File: src/common/srtf_pkg.sv
// constants of the special relay timebase and flag block
package srtf_pkg;

    // register port shape
    localparam int ADDR_W = 8;
    localparam int DATA_W = 16;

    // register byte offsets
    localparam logic [7:0] OFS_STATUS   = 8'h00;
    localparam logic [7:0] OFS_CTRL     = 8'h04;
    localparam logic [7:0] OFS_PRESET   = 8'h08;
    localparam logic [7:0] OFS_IRQ_STAT = 8'h0C;
    localparam logic [7:0] OFS_IRQ_MASK = 8'h10;

    // status register fields
    localparam int NUM_TB      = 4;
    localparam int ST_TB_LSB   = 0;
    localparam int ST_FREQ_AT  = 4;
    localparam int ST_PAR_ERR  = 5;
    localparam int ST_PAR_OK   = 6;

    // control register fields
    localparam int CTRL_W         = 4;
    localparam int CTRL_FREQ_CMD  = 0;
    localparam int CTRL_DIR       = 1;
    localparam int CTRL_PID_FORCE = 2;
    localparam int CTRL_RT_EN     = 3;

    // interrupt status and mask fields
    localparam int IRQ_W      = 4;
    localparam int IRQ_PAR_ERR = 0;
    localparam int IRQ_PAR_OK  = 1;
    localparam int IRQ_FREQ_AT = 2;
    localparam int IRQ_MINUTE  = 3;

    // reset values
    localparam logic [CTRL_W-1:0] CTRL_RST   = 4'h0;
    localparam logic [IRQ_W-1:0]  MASK_RST   = 4'h0;
    localparam logic [DATA_W-1:0] PRESET_RST = 16'h0000;

    // clock and the common tick
    localparam int CLK_PERIOD_NS = 100;
    localparam int TICK_US       = 5000;
    localparam int TICK_CYCLES   = TICK_US * 1000 / CLK_PERIOD_NS;

    // half periods of the four timebases, in microseconds
    localparam int HALF_10MS_US  = 5000;
    localparam int HALF_100MS_US = 50000;
    localparam int HALF_1S_US    = 500000;
    localparam int HALF_1MIN_US  = 30000000;

    // half periods counted in common ticks
    localparam int TB_HALF_TICKS [NUM_TB] = '{
        HALF_10MS_US / TICK_US,
        HALF_100MS_US / TICK_US,
        HALF_1S_US / TICK_US,
        HALF_1MIN_US / TICK_US
    };

endpackage

File: src/srtf_wave_div.sv
// square wave divider driven by the common tick
`timescale 1ns/1ps
module srtf_wave_div #(
    parameter int HALF_TICKS = 1
) (
    input  wire logic sys_clk_in,
    input  wire logic rst_b_in,
    input  wire logic tick_in,
    output logic      wave_out
);

    localparam int CW = $clog2(HALF_TICKS) + 1;
    localparam logic [CW-1:0] LAST = CW'(HALF_TICKS - 1);

    logic [CW-1:0] cnt_q;

    // count ticks, wrap at the half period; free running
    always_ff @(posedge sys_clk_in) begin
        if (!rst_b_in) begin
            cnt_q <= '0;
        end else if (tick_in) begin
            cnt_q <= (cnt_q == LAST) ? '0 : cnt_q + 1'b1;
        end
    end

    // flip the wave each half period so duty stays at one half
    always_ff @(posedge sys_clk_in) begin
        if (!rst_b_in) begin
            wave_out <= 1'b0;
        end else if (tick_in && cnt_q == LAST) begin
            wave_out <= ~wave_out;
        end
    end

endmodule // srtf_wave_div

File: src/srtf_top.sv
// special relay timebases, drive status flags and program control bits
//
// Function
// RULE1: 10 ms timebase, 5 ms high, 5 low
// RULE2: 100 ms timebase, 50 ms each half
// RULE3: one second timebase, half second each half
// RULE4: one minute timebase, thirty seconds each half
// RULE5: frequency attained flag, valid with command bit
// RULE6: failed parameter access sets error flag
// RULE7: successful parameter write sets ok flag
// RULE8: program sets command bit to run frequency
// RULE9: program direction bit: clear forward, set reverse
// RULE10: force bit loads PID integral from preset
// RULE11: realtime bit starts fieldbus realtime control
// RULE12: timebases free run from common tick
`timescale 1ns/1ps
module srtf_top
    import srtf_pkg::*;
#(
    parameter int TICK_CYCLES = srtf_pkg::TICK_CYCLES
) (
    input  wire logic                        sys_clk_in,
    input  wire logic                        rst_b_in,
    input  wire logic [srtf_pkg::ADDR_W-1:0] reg_addr_in,
    input  wire logic [srtf_pkg::DATA_W-1:0] reg_wdata_in,
    input  wire logic                        reg_wr_in,
    input  wire logic                        reg_rd_in,
    output logic      [srtf_pkg::DATA_W-1:0] reg_rdata_out,
    input  wire logic                        freq_at_set_in,
    input  wire logic                        param_done_in,
    input  wire logic                        param_write_in,
    input  wire logic                        param_fail_in,
    output logic      [srtf_pkg::NUM_TB-1:0] tick_bits_out,
    output logic                             freq_command_out,
    output logic                             direction_select_out,
    output logic                             pid_integral_load_out,
    output logic      [srtf_pkg::DATA_W-1:0] pid_integral_value_out,
    output logic                             fieldbus_rt_enable_out,
    output logic                             fieldbus_rt_start_out,
    output logic                             irq_out
);

    import srtf_pkg::*;

    localparam int TICK_W = $clog2(TICK_CYCLES) + 1;
    localparam logic [TICK_W-1:0] TICK_LAST = TICK_W'(TICK_CYCLES - 1);

    // ------------------------------------------------------------------
    // common tick and timebases
    // ------------------------------------------------------------------
    logic [TICK_W-1:0] tick_cnt_q;
    logic              tick_q;
    logic [NUM_TB-1:0] tb_wave;

    // one-cycle tick every TICK_CYCLES; nothing software does touches it
    always_ff @(posedge sys_clk_in) begin
        if (!rst_b_in) begin
            tick_cnt_q <= '0;
            tick_q     <= 1'b0;
        end else begin
            tick_q     <= (tick_cnt_q == TICK_LAST); // RULE12
            tick_cnt_q <= (tick_cnt_q == TICK_LAST) ? '0
                          : tick_cnt_q + 1'b1;
        end
    end

    // one divider per timebase; all share the tick so edges line up
    for (genvar i = 0; i < NUM_TB; i++) begin : g_tb
        srtf_wave_div #(
            .HALF_TICKS (TB_HALF_TICKS[i])
        ) u_div (
            .sys_clk_in (sys_clk_in),
            .rst_b_in   (rst_b_in),
            .tick_in    (tick_q),
            .wave_out   (tb_wave[i])
        );
    end

    // timebase pins; a copy so outputs come straight from flops
    always_ff @(posedge sys_clk_in) begin
        if (!rst_b_in) begin
            tick_bits_out <= '0;
        end else begin
            tick_bits_out <= tb_wave; // RULE1 RULE2 RULE3 RULE4
        end
    end

    // ------------------------------------------------------------------
    // drive status inputs
    // ------------------------------------------------------------------
    logic freq_sync1_q;
    logic freq_sync2_q;

    // the at-set-frequency level comes from the motor side, not our clock
    always_ff @(posedge sys_clk_in) begin
        if (!rst_b_in) begin
            freq_sync1_q <= 1'b0;
            freq_sync2_q <= 1'b0;
        end else begin
            freq_sync1_q <= freq_at_set_in;
            freq_sync2_q <= freq_sync1_q;
        end
    end

    // ------------------------------------------------------------------
    // register state
    // ------------------------------------------------------------------
    logic [CTRL_W-1:0] ctrl_q;
    logic [DATA_W-1:0] preset_q;
    logic [IRQ_W-1:0]  irq_stat_q;
    logic [IRQ_W-1:0]  irq_mask_q;
    logic              freq_at_q;
    logic              par_err_q;
    logic              par_ok_q;
    logic              min_prev_q;
    logic              rt_prev_q;

    logic              wr_ctrl;
    logic              wr_preset;
    logic              wr_irq_stat;
    logic              wr_irq_mask;

    assign wr_ctrl     = reg_wr_in && reg_addr_in == OFS_CTRL;
    assign wr_preset   = reg_wr_in && reg_addr_in == OFS_PRESET;
    assign wr_irq_stat = reg_wr_in && reg_addr_in == OFS_IRQ_STAT;
    assign wr_irq_mask = reg_wr_in && reg_addr_in == OFS_IRQ_MASK;

    // control bits: frequency command, direction, PID force, realtime
    always_ff @(posedge sys_clk_in) begin
        if (!rst_b_in) begin
            ctrl_q <= CTRL_RST;
        end else if (wr_ctrl) begin
            ctrl_q <= reg_wdata_in[CTRL_W-1:0]; // RULE8 RULE9
        end
    end

    // preset word for the PID integral
    always_ff @(posedge sys_clk_in) begin
        if (!rst_b_in) begin
            preset_q <= PRESET_RST;
        end else if (wr_preset) begin
            preset_q <= reg_wdata_in;
        end
    end

    // attained only counts while the program asks for the set frequency;
    // with the command off the drive heads to zero and the flag is moot
    always_ff @(posedge sys_clk_in) begin
        if (!rst_b_in) begin
            freq_at_q <= 1'b0;
        end else begin
            freq_at_q <= freq_sync2_q && ctrl_q[CTRL_FREQ_CMD]; // RULE5
        end
    end

    // outcome of the last parameter access; kept until the next one
    always_ff @(posedge sys_clk_in) begin
        if (!rst_b_in) begin
            par_err_q <= 1'b0;
            par_ok_q  <= 1'b0;
        end else if (param_done_in) begin
            par_err_q <= param_fail_in; // RULE6
            par_ok_q  <= param_write_in && !param_fail_in; // RULE7
        end
    end

    // ------------------------------------------------------------------
    // interrupts
    // ------------------------------------------------------------------
    logic [IRQ_W-1:0] irq_set;
    logic [IRQ_W-1:0] irq_clr;

    // events: access error, write ok, attained rise, minute edge
    always_comb begin
        irq_set              = '0;
        irq_set[IRQ_PAR_ERR] = param_done_in && param_fail_in;
        irq_set[IRQ_PAR_OK]  = param_done_in && param_write_in
                               && !param_fail_in;
        irq_set[IRQ_FREQ_AT] = freq_sync2_q && ctrl_q[CTRL_FREQ_CMD]
                               && !freq_at_q;
        irq_set[IRQ_MINUTE]  = tb_wave[NUM_TB-1] ^ min_prev_q;
        irq_clr              = wr_irq_stat ? reg_wdata_in[IRQ_W-1:0] : '0;
    end

    // remember the minute wave to spot its edges
    always_ff @(posedge sys_clk_in) begin
        if (!rst_b_in) begin
            min_prev_q <= 1'b0;
        end else begin
            min_prev_q <= tb_wave[NUM_TB-1];
        end
    end

    // write one to clear; an event in the clearing cycle still lands
    always_ff @(posedge sys_clk_in) begin
        if (!rst_b_in) begin
            irq_stat_q <= '0;
        end else begin
            irq_stat_q <= (irq_stat_q & ~irq_clr) | irq_set;
        end
    end

    // mask register, same layout as the status
    always_ff @(posedge sys_clk_in) begin
        if (!rst_b_in) begin
            irq_mask_q <= MASK_RST;
        end else if (wr_irq_mask) begin
            irq_mask_q <= reg_wdata_in[IRQ_W-1:0];
        end
    end

    // level interrupt, one cycle behind the status bits
    always_ff @(posedge sys_clk_in) begin
        if (!rst_b_in) begin
            irq_out <= 1'b0;
        end else begin
            irq_out <= |(irq_stat_q & irq_mask_q);
        end
    end

    // ------------------------------------------------------------------
    // outputs toward the drive firmware
    // ------------------------------------------------------------------

    // plain control levels
    always_ff @(posedge sys_clk_in) begin
        if (!rst_b_in) begin
            freq_command_out     <= 1'b0;
            direction_select_out <= 1'b0;
        end else begin
            freq_command_out     <= ctrl_q[CTRL_FREQ_CMD]; // RULE8
            direction_select_out <= ctrl_q[CTRL_DIR]; // RULE9
        end
    end

    // while forcing, the integral is held at the preset every cycle;
    // clear the bit and the controller integrates from there unchanged
    always_ff @(posedge sys_clk_in) begin
        if (!rst_b_in) begin
            pid_integral_load_out  <= 1'b0;
            pid_integral_value_out <= PRESET_RST;
        end else begin
            pid_integral_load_out  <= ctrl_q[CTRL_PID_FORCE]; // RULE10
            pid_integral_value_out <= preset_q; // RULE10
        end
    end

    // realtime level plus a start pulse on its rising edge
    always_ff @(posedge sys_clk_in) begin
        if (!rst_b_in) begin
            rt_prev_q              <= 1'b0;
            fieldbus_rt_enable_out <= 1'b0;
            fieldbus_rt_start_out  <= 1'b0;
        end else begin
            rt_prev_q              <= ctrl_q[CTRL_RT_EN];
            fieldbus_rt_enable_out <= ctrl_q[CTRL_RT_EN]; // RULE11
            fieldbus_rt_start_out  <= ctrl_q[CTRL_RT_EN]
                                      && !rt_prev_q; // RULE11
        end
    end

    // ------------------------------------------------------------------
    // read port: data in the cycle after the strobe, zero otherwise
    // ------------------------------------------------------------------
    logic [DATA_W-1:0] rd_mux;

    always_comb begin
        rd_mux = '0;
        case (reg_addr_in)
            OFS_STATUS: begin
                rd_mux[ST_TB_LSB +: NUM_TB] = tick_bits_out;
                rd_mux[ST_FREQ_AT]          = freq_at_q;
                rd_mux[ST_PAR_ERR]          = par_err_q;
                rd_mux[ST_PAR_OK]           = par_ok_q;
            end
            OFS_CTRL:     rd_mux[CTRL_W-1:0] = ctrl_q;
            OFS_PRESET:   rd_mux             = preset_q;
            OFS_IRQ_STAT: rd_mux[IRQ_W-1:0]  = irq_stat_q;
            OFS_IRQ_MASK: rd_mux[IRQ_W-1:0]  = irq_mask_q;
            default:      rd_mux             = '0;
        endcase
    end

    // unmapped addresses read zero rather than holding the last word
    always_ff @(posedge sys_clk_in) begin
        if (!rst_b_in) begin
            reg_rdata_out <= '0;
        end else begin
            reg_rdata_out <= reg_rd_in ? rd_mux : '0;
        end
    end
endmodule // srtf_top

File: config.mk
export PLATFORM = sky130hd
export DESIGN_NAME = srtf_top
export DESIGN_NICKNAME = d
export VERILOG_FILES = /design/src/common/srtf_pkg.sv /design/src/srtf_wave_div.sv /design/src/srtf_top.sv
export SDC_FILE = /design/constraint.sdc
export NUM_CORES = 1
export LEC_CHECK = 0
export BUFFER_PORTS_ARGS = -buffer_cell sky130_fd_sc_hd__buf_2
export CAP_MARGIN = 20
export CELL_PAD_IN_SITES_DETAIL_PLACEMENT = 0
export CELL_PAD_IN_SITES_GLOBAL_PLACEMENT = 1
export CORE_MARGIN = 2
export CORE_UTILIZATION = 38
export DETAILED_ROUTE_END_ITERATION = 6
export MAX_ROUTING_LAYER = met4
export PLACE_DENSITY = 0.85
export SLEW_MARGIN = 40
export SYNTH_ARGS = -nofsm -noshare
export SYNTH_HDL_FRONTEND = slang
export SYNTH_SLANG_ARGS = --single-unit
File: constraint.sdc
create_clock -name sys_clk_in -period 1.72 [get_ports sys_clk_in]
set_input_delay 0.258 -clock sys_clk_in [delete_from_list [all_inputs] [get_ports sys_clk_in]]
set_output_delay 0.258 -clock sys_clk_in [all_outputs]
set_load 0.005 [all_outputs]
**Word-level counts from Yosys, hierarchy flattened**

Index checks and enable logic that the tools add are counted.

- Shifts and indexed selects: 0
- Equal/unequal tests: 8
- Muxes and demuxes: 7
- Add/sub/neg operators: 5
- Div/mod/pow operators: 0
- Bitwise logic cells: 11
- Reduce and logical (&&, ||, !) cells: 23
- $mul: 0
- Order comparisons: 0

Operator list:

| kind | count |
|---|---|
| case mux 4 bit (5 select lines) | 1 |
| adder 17 x 1 -> 17 bit (second input constant) | 1 |
| equality test 17 x 16 -> 1 bit (second input constant) | 1 |
| equality test 8 x 4 -> 1 bit (second input constant) | 2 |
| logical AND 1 bit | 15 |
| adder 14 x 1 -> 14 bit (second input constant) | 1 |
| equality test 14 x 13 -> 1 bit (second input constant) | 1 |
| two-way mux 14 bit | 1 |
| adder 8 x 1 -> 8 bit (second input constant) | 1 |
| AND 4 bit | 2 |
| equality test 8 x 3 -> 1 bit (second input constant) | 1 |
| equality test 8 x 5 -> 1 bit (second input constant) | 1 |
| equality test 8 x 7 -> 1 bit (second input constant) | 1 |
| zero test 8 bit | 1 |
| two-way mux 8 bit | 1 |
| NOT 1 bit | 6 |
| case mux 3 bit (2 select lines) | 1 |
| adder 5 x 1 -> 5 bit (second input constant) | 1 |
| equality test 5 x 4 -> 1 bit (second input constant) | 1 |
| two-way mux 5 bit | 1 |
| two-way mux 4 bit | 1 |
| NOT 4 bit | 1 |
| bitwise OR 4 bit | 1 |
| OR reduction 4 bit | 1 |
| other kinds (7) | 9 |

- Word-level logic and storage cells: 84
- Memories kept: 0
- Bits of input ports: 32
- Bits in writable memories: 0
- Bits in registers: 126
- Bits in read-only memories: 0
- Latch bits: 0
- Output and inout bits: 42

**Logic depth before layout (Yosys ltp)**

Gate-level depths: netlist of run 1.

- Depth after elaboration: 6
- Gate-level depth with buffers: 6
- Depth with buffers taken out: 5

**Cells and area by module**

Synthesis of run 1 repeated with hierarchy kept, for this count alone.

- Cells, all modules: 487
- Area, all modules: 4772.1 um2

By module, submodules not included:

| module | instances | cells an instance | area each (um2) | sequential area each (um2) |
|---|---|---|---|---|
| srtf_top | 1 | 334 | 3345.7 | 1861.8 |
| srtf_wave_div at g_tb[3].u_div | 1 | 78 | 706.9 | 300.3 |
| srtf_wave_div at g_tb[2].u_div | 1 | 44 | 402.9 | 180.2 |
| srtf_wave_div at g_tb[1].u_div | 1 | 28 | 281.5 | 120.1 |
| srtf_wave_div at g_tb[0].u_div | 1 | 3 | 35.0 | 20.0 |

**Worst setup path before layout of run 1**

No wires, ideal clock.

- Path kind: input -> register
- Start: input reg_addr_in[7] in the netlist's numbering
- End: register ctrl_q[0]
- Stages: 6
- Slack: -130 ps
- Arrival: 1722 ps
- Buffers on the path: 2
- Library setup time: 128 ps
- Data required time: 1592 ps
- Cells stage by stage: or4_1 buf_2 or4_4 buf_6 mux2i_1 nor2_1

- Word-level cells in the longest chain between the ends: 2

RTL lines:

| item | line | source |
|---|---|---|
| start, declared | srtf_top.sv:24 | `input wire logic [srtf_pkg::ADDR_W-1:0] reg_addr_in,` |
| equality test 8 x 3 -> 1 bit | srtf_top.sv:123 | `assign wr_ctrl = reg_wr_in && reg_addr_in == OFS_CTRL;` |
| logical AND 1 bit | srtf_top.sv:123 |  |
| end signal, assigned | srtf_top.sv:133 | `ctrl_q <= reg_wdata_in[CTRL_W-1:0];` |
| end, declared | srtf_top.sv:108 | `logic [CTRL_W-1:0] ctrl_q;` |

Every way passes these cells.
A chain may end at the register's enable or synchronous reset.

**Final worst setup path of run 1**

- Start: register g_tb[3].u_div.cnt_q[7]
- End: register g_tb[3].u_div.wave_out

- Word-level cells in the longest chain between the ends: 2

RTL lines:

| item | line | source |
|---|---|---|
| start, declared | srtf_wave_div.sv:15 | `logic [CW-1:0] cnt_q;` |
| start signal, assigned | srtf_wave_div.sv:22 | `cnt_q <= (cnt_q == LAST) ? '0 : cnt_q + 1'b1;` |
| equality test 14 x 13 -> 1 bit | srtf_wave_div.sv:30 | `end else if (tick_in && cnt_q == LAST) begin` |
| logical AND 1 bit | srtf_wave_div.sv:30 |  |
| end signal, assigned | srtf_wave_div.sv:31 | `wave_out <= ~wave_out;` |
| end, declared | srtf_wave_div.sv:9 | `output logic wave_out` |

Every way passes these cells.

==> results of run 1 <==
==> cells by family after synthesis <==
| family | Yosys count |
|---|---|
| AND/OR/NAND/NOR | 244 |
| XOR/XNOR | 42 |
| AO/OA/AOI/OAI | 34 |
| adder cells (fa/ha/maj) | 5 |
| buffers and inverters | 29 |
| flip-flops | 124 |
| multiplexers | 17 |
==> cell usage in the layout, fill, tap and decap left out, drive strengths merged <==
master and n:
dfxtp 124, buf 109, nand2 65, nor2 61, and2 36, xnor2 27
nand3 21, mux2i 17, clkbuf 17, xor2 15, nand4 15, nor4 12
a21oi 11, nor3 11, o21ai 10, inv 10, clkinv 7, a22oi 5
or4 5, ha 5, nand2b 4, o2bb2ai 4, clkinvlp 3, and3 2
nor2b 2, and4 2, or3 2, or4bb 2, bufinv 2, a211oi 1
o31ai 1, nor3b 1, o22ai 1, nand3b 1, or3b 1, nand4b 1
a222oi 1
==> final cells by class <==
class | count | share of cell area
Timing Repair Buffer | 109 | 0.109
Sequential cell | 124 | 0.416
Clock inverter | 15 | 0.0276
Clock buffer | 17 | 0.0711
Tap cell | 147 | 0.0307
Multi-Input combinational cell | 342 | 0.342
Inverter | 7 | 0.00439
==> timing repair <==
item	4_1_cts	5_1_grt
resized for setup	7	2
setup endpoints to repair	15	31
hold buffers	0	0
pin swaps	3	1
setup buffers	1	0
==> metrics by stage <==
step / cell area (sq um) / std cells
final: 5980 / 761
after global placement: 5360 / 728
after detailed placement: 5360 / 728
after CTS: 5980 / 761
after global routing: 5980 / 761
after floorplan: 4660 / 495
==> critical path, delay by kind of cell (launching register included) <==
family	cells	cell delay (ps)
buffers and inverters	1	130
and+or+nand+nor	3	1050
DFF	1	320
xor gates and xnor gates	1	130
==> sequential cells by signal, indices dropped and copies added (netlist names), 4 cells and up <==
register,cells
irq_mask_q,4
reg_rdata_out,16
irq_stat_q,4
ctrl_q,4
g_tb.u_div.cnt_q,27
tick_cnt_q,17
g_tb.u_div.wave_out,4
pid_integral_value_out,16
tick_bits_out,4
preset_q,16
==> power by group <==
part	internal, uW	total (uW)	switching [uW]
Combinational	71.6	179	107
Clock	2150	3510	1360
Sequential	2890	2900	8.31
==> layer usage <==
metal  global-route usage  vias up  wire length (um)
met4               0.0789        0               203
met3               0.0429       17               447
met2                0.275       88              4970
li1                     -     1878                 -
met1                0.190     1775              4520
met5                    -        -                 0
==> worst paths after layout <==
path / depth (start not counted) / startpoint / to
worst min-delay path: 3 / reg_wdata_in[8] / preset_q[8]$_SDFFE_PN0P_
worst max-delay path: 5 / g_tb[3].u_div.cnt_q[7]$_SDFFE_PN0P_ / g_tb[3].u_div.wave_out$_SDFFE_PN0P_
worst max register to register: 5 / g_tb[3].u_div.cnt_q[7]$_SDFFE_PN0P_ / g_tb[3].u_div.wave_out$_SDFFE_PN0P_
worst min register to register: 1 / rt_prev_q$_SDFF_PN0_ / fieldbus_rt_start_out$_SDFF_PN0_
==> impl_metrics.py, run 1 <==
metrics = {
    "outcome": {
        "status": "complete, but fails checks",
        "violations": "setup timing",
    },
    "drt": {
        "firstDrtPassIters": 4,
        "drt-wirelength-per-cell_um": 13.3,
        "via_per_inst": 4.94,
        "drt.antenna.violating_nets": 0,
        "routed_wl_mm": 10.1,
        "num_vias": 3758,
        "drt_iter0_drc": 205,
        "drc": 0,
    },
    "logic_synthesis": {
        "syn_area_sq_um": 4640,
        "synth_fp_nets": 532,
        "synth_simple_gate_area_frac": 0.262,
        "synth-compound-area-share": 0.0462,
        "synth_cell_types": 41,
        "synth_mux_area_frac": 0.0367,
        "syn_inst": 495,
        "yosys.area.top_type": "dfxtp_1",
        "yosys_warnings": 0,
        "synth_fa_ha_area_frac": 0.0135,
        "synth-xor-area-share": 0.0794,
        "seq_area_frac_synth": 0.535,
        "synth.avg_cell_area_sq_um": 9.37,
        "yosysMostFrequentCell": "dfxtp_1",
        "netlist.area_leader.share": 0.535,
        "synthArstFlopShare": 0,
        "synth_common_cells": "124 x dfxtp_1, 65 x nand2_1, 61 x nor2_1",
        "synth_edf_count": 0,
        "synth.top_cells.by_area": "dfxtp_1 54%, nand2_1 5.3%, xnor2_1 5.1%, nor2_1 4.9%, and2_1 4.9%",
        "ys_ff_latch": 124,
        "synth_top_family_by_area": "simple AND/OR/NAND/NOR gates",
        "synth_flop_cell": "dfxtp_1",
    },
    "timing": {
        "rsz0062_at_grt": "true",
        "hold_ws_ps": 50.4,
        "slew_headroom": 0.627,
        "fin_crit_ps": 1750,
        "tightest_slew_ps": 555,
        "postLayoutSetupSlackWorst_ps": -28.8,
        "clock_skew_ps": 13.5,
        "slew_violations": 0,
        "max_freq_ghz": 0.572,
        "hold_viol_final": 0,
        "final.period_utilization": 1.02,
        "setup_tns_ps": -64.8,
        "setup_viol": 8,
    },
    "power_and_ir_drop": {
        "pwr_density_cell_nw_per_um2": 1100,
        "power.total_uw": 6590,
        "p_leak_uw": 0.00253,
        "vdd_ir_drop_max_mv": 0.591,
    },
    "worst_setup_path": {
        "arrival_ps": 2050,
        "end_kind": "flop",
        "cp_data_required_time_ps": 2020,
        "worstPathCellList": "or4bb_1 -> or4_4 -> buf_6 -> xor2_1 -> nor2_1",
        "r2r_slack_ps": -30,
        "crit_type": "reg2reg",
        "critPathSlowestCell": "or4_4",
        "worstSetupStartpointType": "flop",
        "max_stage_delay_ps": 510,
        "cp_max_fo": 2,
    },
    "clock_tree": {
        "cts.clk_slew.worst_paths_ps": 60,
        "cts_max_path_buffers": 2,
        "cts_made_buffers": 17,
        "cts_tree": "yes",
        "clk_latency_ps": 420,
        "cts_max_level": 4,
        "cts-root-buf": "clkbuf_16",
        "clock_sinks": 124,
    },
    "finish": {
        "nNetsFinal": 638,
        "area_growth_pct": 29.1,
        "multi_input_area_sq_um": 2050,
        "antenna-diode-count": 0,
        "fillers": 1101,
        "ff_latch_area_sq_um": 2490,
        "fin_util": 0.500,
        "drive_above_1_share": 0.251,
    },
    "grt": {
        "grt_pass1_vias": 3685,
        "antenna_found_initial": 0,
        "grt_first_pass_wirelength_mm": 16.7,
        "grt-ovfl-total": 0,
        "grt_usage": 0.167,
        "grt_max_degree": 23,
    },
    "min_path": {
        "hold_class": "in2reg",
    },
    "floorplanning": {
        "start_util": 0.388,
        "ios": 74,
        "die_height_um": 114,
        "num_rows": 40,
        "die_area_sq_um": 13100,
        "die_w_um": 114,
        "fp.coreArea_sq_um": 12000,
    },
    "place": {
        "place_hpwl_mm": 7.26,
        "gp_congestion": 0.787,
        "port_buffers": 73,
        "dp_slack_ps": -162,
    },
    "run": {
        "maxCapViolCount": 0,
    },
}
Power figures use the tool's default switching activity.
==> run 2, diff against run 1 <==
CORE_UTILIZATION = 40   (was 38)
CTS_BUF_LIST = sky130_fd_sc_hd__clkbuf_4   (was unset)
PLACE_DENSITY = 0.89   (was 0.85)
==> impl_metrics.py, run 2 (synthesized netlist as in run 1, its figures left out) <==
metrics = {
    "floorplanning": {
        "fp.coreArea_sq_um": 11400,
        "die_height_um": 112,
        "die_w_um": 112,
        "die_area_sq_um": 12500,
        "num_rows": 39,
        "start_util": 0.408,
        "ios": 74,
    },
    "worst_setup_path": {
        "worstSetupStartpointType": "flop",
        "reg2reg_from": "g_tb[3].u_div.cnt_q[12]$_SDFFE_PN0P_",
        "arrival_ps": 2150,
        "end_kind": "flop",
        "crit_type": "reg2reg",
        "cp_max_fo": 7,
        "cp_data_required_time_ps": 2120,
        "r2r_slack_ps": -40,
        "r2r_end": "g_tb[3].u_div.cnt_q[6]$_SDFFE_PN0P_",
        "reg2reg_depth": 5,
    },
    "power_and_ir_drop": {
        "pwr_density_cell_nw_per_um2": 839,
        "p_leak_uw": 0.00246,
        "vdd_ir_drop_max_mv": 0.459,
    },
    "timing": {
        "hold_viol_final": 0,
        "setup_tns_ps": -154,
        "rsz0062_at_grt": "true",
        "postLayoutSetupSlackWorst_ps": -36.6,
        "final.period_utilization": 1.02,
        "slew_headroom": 0.621,
        "clock_skew_ps": 10.1,
        "tightest_slew_ps": 564,
        "slew_violations": 0,
        "setup_viol": 12,
        "fin_crit_ps": 1760,
        "max_freq_ghz": 0.569,
    },
    "min_path": {
        "min_to": "irq_mask_q[0]$_SDFFE_PN0P_",
        "hold_class": "in2reg",
        "min_from": "reg_wdata_in[0]",
        "whs_path_depth": 3,
    },
    "clock_tree": {
        "cts_made_buffers": 17,
        "clk_latency_ps": 510,
        "cts_max_path_buffers": 2,
        "cts-root-buf": "clkbuf_4",
        "cts_tree": "yes",
        "cts.clk_slew.worst_paths_ps": 110,
        "clock_sinks": 124,
        "cts_max_level": 4,
    },
    "drt": {
        "via_per_inst": 4.95,
        "routed_wl_mm": 10.2,
        "drt-wirelength-per-cell_um": 13.1,
        "firstDrtPassIters": 4,
        "num_vias": 3843,
        "drt.antenna.violating_nets": 0,
        "drc": 0,
        "drt_iter0_drc": 224,
    },
    "place": {
        "gp_congestion": 0.852,
        "place_hpwl_mm": 7.35,
        "port_buffers": 73,
        "dpl.cell_count": 725,
    },
    "finish": {
        "area_growth_pct": 25.8,
        "fillers": 1033,
        "mostFrequentLayoutCells": "117 x dfxtp_1, 74 x buf_2, 65 x nand2_1",
        "nNetsFinal": 657,
        "top_register": "g_tb.u_div.cnt_q",
        "fin_cells": 777,
        "final_common_cell": "dfxtp_1",
        "largest_register_ffs": 27,
        "drive_above_1_share": 0.254,
        "largestRegisters": "g_tb.u_div.cnt_q x27, tick_cnt_q x17",
    },
    "grt": {
        "grt_first_pass_wirelength_mm": 17.1,
        "antenna_found_initial": 1,
        "grt_max_degree": 27,
        "grt-ovfl-total": 0,
        "grt_usage": 0.173,
        "grt_pass1_vias": 3706,
    },
    "outcome": {
        "status": "complete, but fails checks",
        "violations": "setup timing",
    },
    "run": {
        "maxCapViolCount": 0,
    },
}
## run 2: how the worst max path moves through the flow
stage                                    startpoint                                    to  cells after the start  slack [ps]
3_3_place_gp                         reg_addr_in[7]                ctrl_q[1]$_SDFFE_PN0P_                      5        -130
5_1_grt        g_tb[3].u_div.cnt_q[13]$_SDFFE_PN0P_  g_tb[3].u_div.cnt_q[13]$_SDFFE_PN0P_                      5         -90
6_report       g_tb[3].u_div.cnt_q[12]$_SDFFE_PN0P_   g_tb[3].u_div.cnt_q[6]$_SDFFE_PN0P_                      5         -40
4_1_cts        g_tb[3].u_div.cnt_q[13]$_SDFFE_PN0P_   g_tb[3].u_div.wave_out$_SDFFE_PN0P_                      5         -40
2_1_floorplan                        reg_addr_in[7]                ctrl_q[0]$_SDFFE_PN0P_                      6        -120
3_5_place_dp                         reg_addr_in[7]                ctrl_q[2]$_SDFFE_PN0P_                      5        -150
## run 2: layer usage
metal  global-route usage  vias to the layer above  routed length [um]
met3               0.0615                       15                 513
met4               0.0527                        0                 147
li1                     -                     1922                   -
met1                0.204                     1806                4600
met5                    -                        -                   0
met2                0.279                      100                4940
## run 2: worst max-delay path, stage by stage (launching register included)
cell and delay (ps):
dfxtp_2 340, or4bb_1 480, or4_4 490, nand2_1 130
buf_6 140, a21oi_1 50
## run 2: layout make-up
class	instances	area, sq um	area share
clock inverter	15	125	0.0215
multi-input combinational	342	2060	0.353
inverter	7	26.3	0.00450
antenna	1	2.50	0.000429
timing repair buffer	128	823	0.141
sequential	124	2490	0.427
clock buffer	17	128	0.0219
tap	143	179	0.0307
## run 2: through the flow
step / hold slack, ps / area [sq um] / power (uW) / setup WS (ps) / util
3_3_place_gp: 396 / 5360 / 3130 / -134 / 0.472
4_1_cts: 2.88 / 5780 / 4950 / -38.1 / 0.509
2_1_floorplan: 385 / 4660 / 3040 / -123 / -
5_1_grt: 5.03 / 5830 / 5120 / -85.3 / 0.513
6_report: 46.4 / 5830 / 4900 / -36.6 / 0.513
3_5_place_dp: 418 / 5360 / 3130 / -152 / 0.472
## run 2: timing repair
action | in CTS | in global routing
pin swaps | 1 | 1
cloned | 0 | 1
setup buffers | 2 | 0
gates resized for setup | 6 | 8
hold endpoints to repair | 14 | 3
setup endpoints to repair | 16 | 17
hold buffers | 14 | 2
## run 2: report_power, final
part / total [uW] / switching (uW) / internal [uW]
Clock: 1800 / 1090 / 711
Combinational: 208 / 111 / 97.1
Sequential: 2890 / 8.20 / 2880
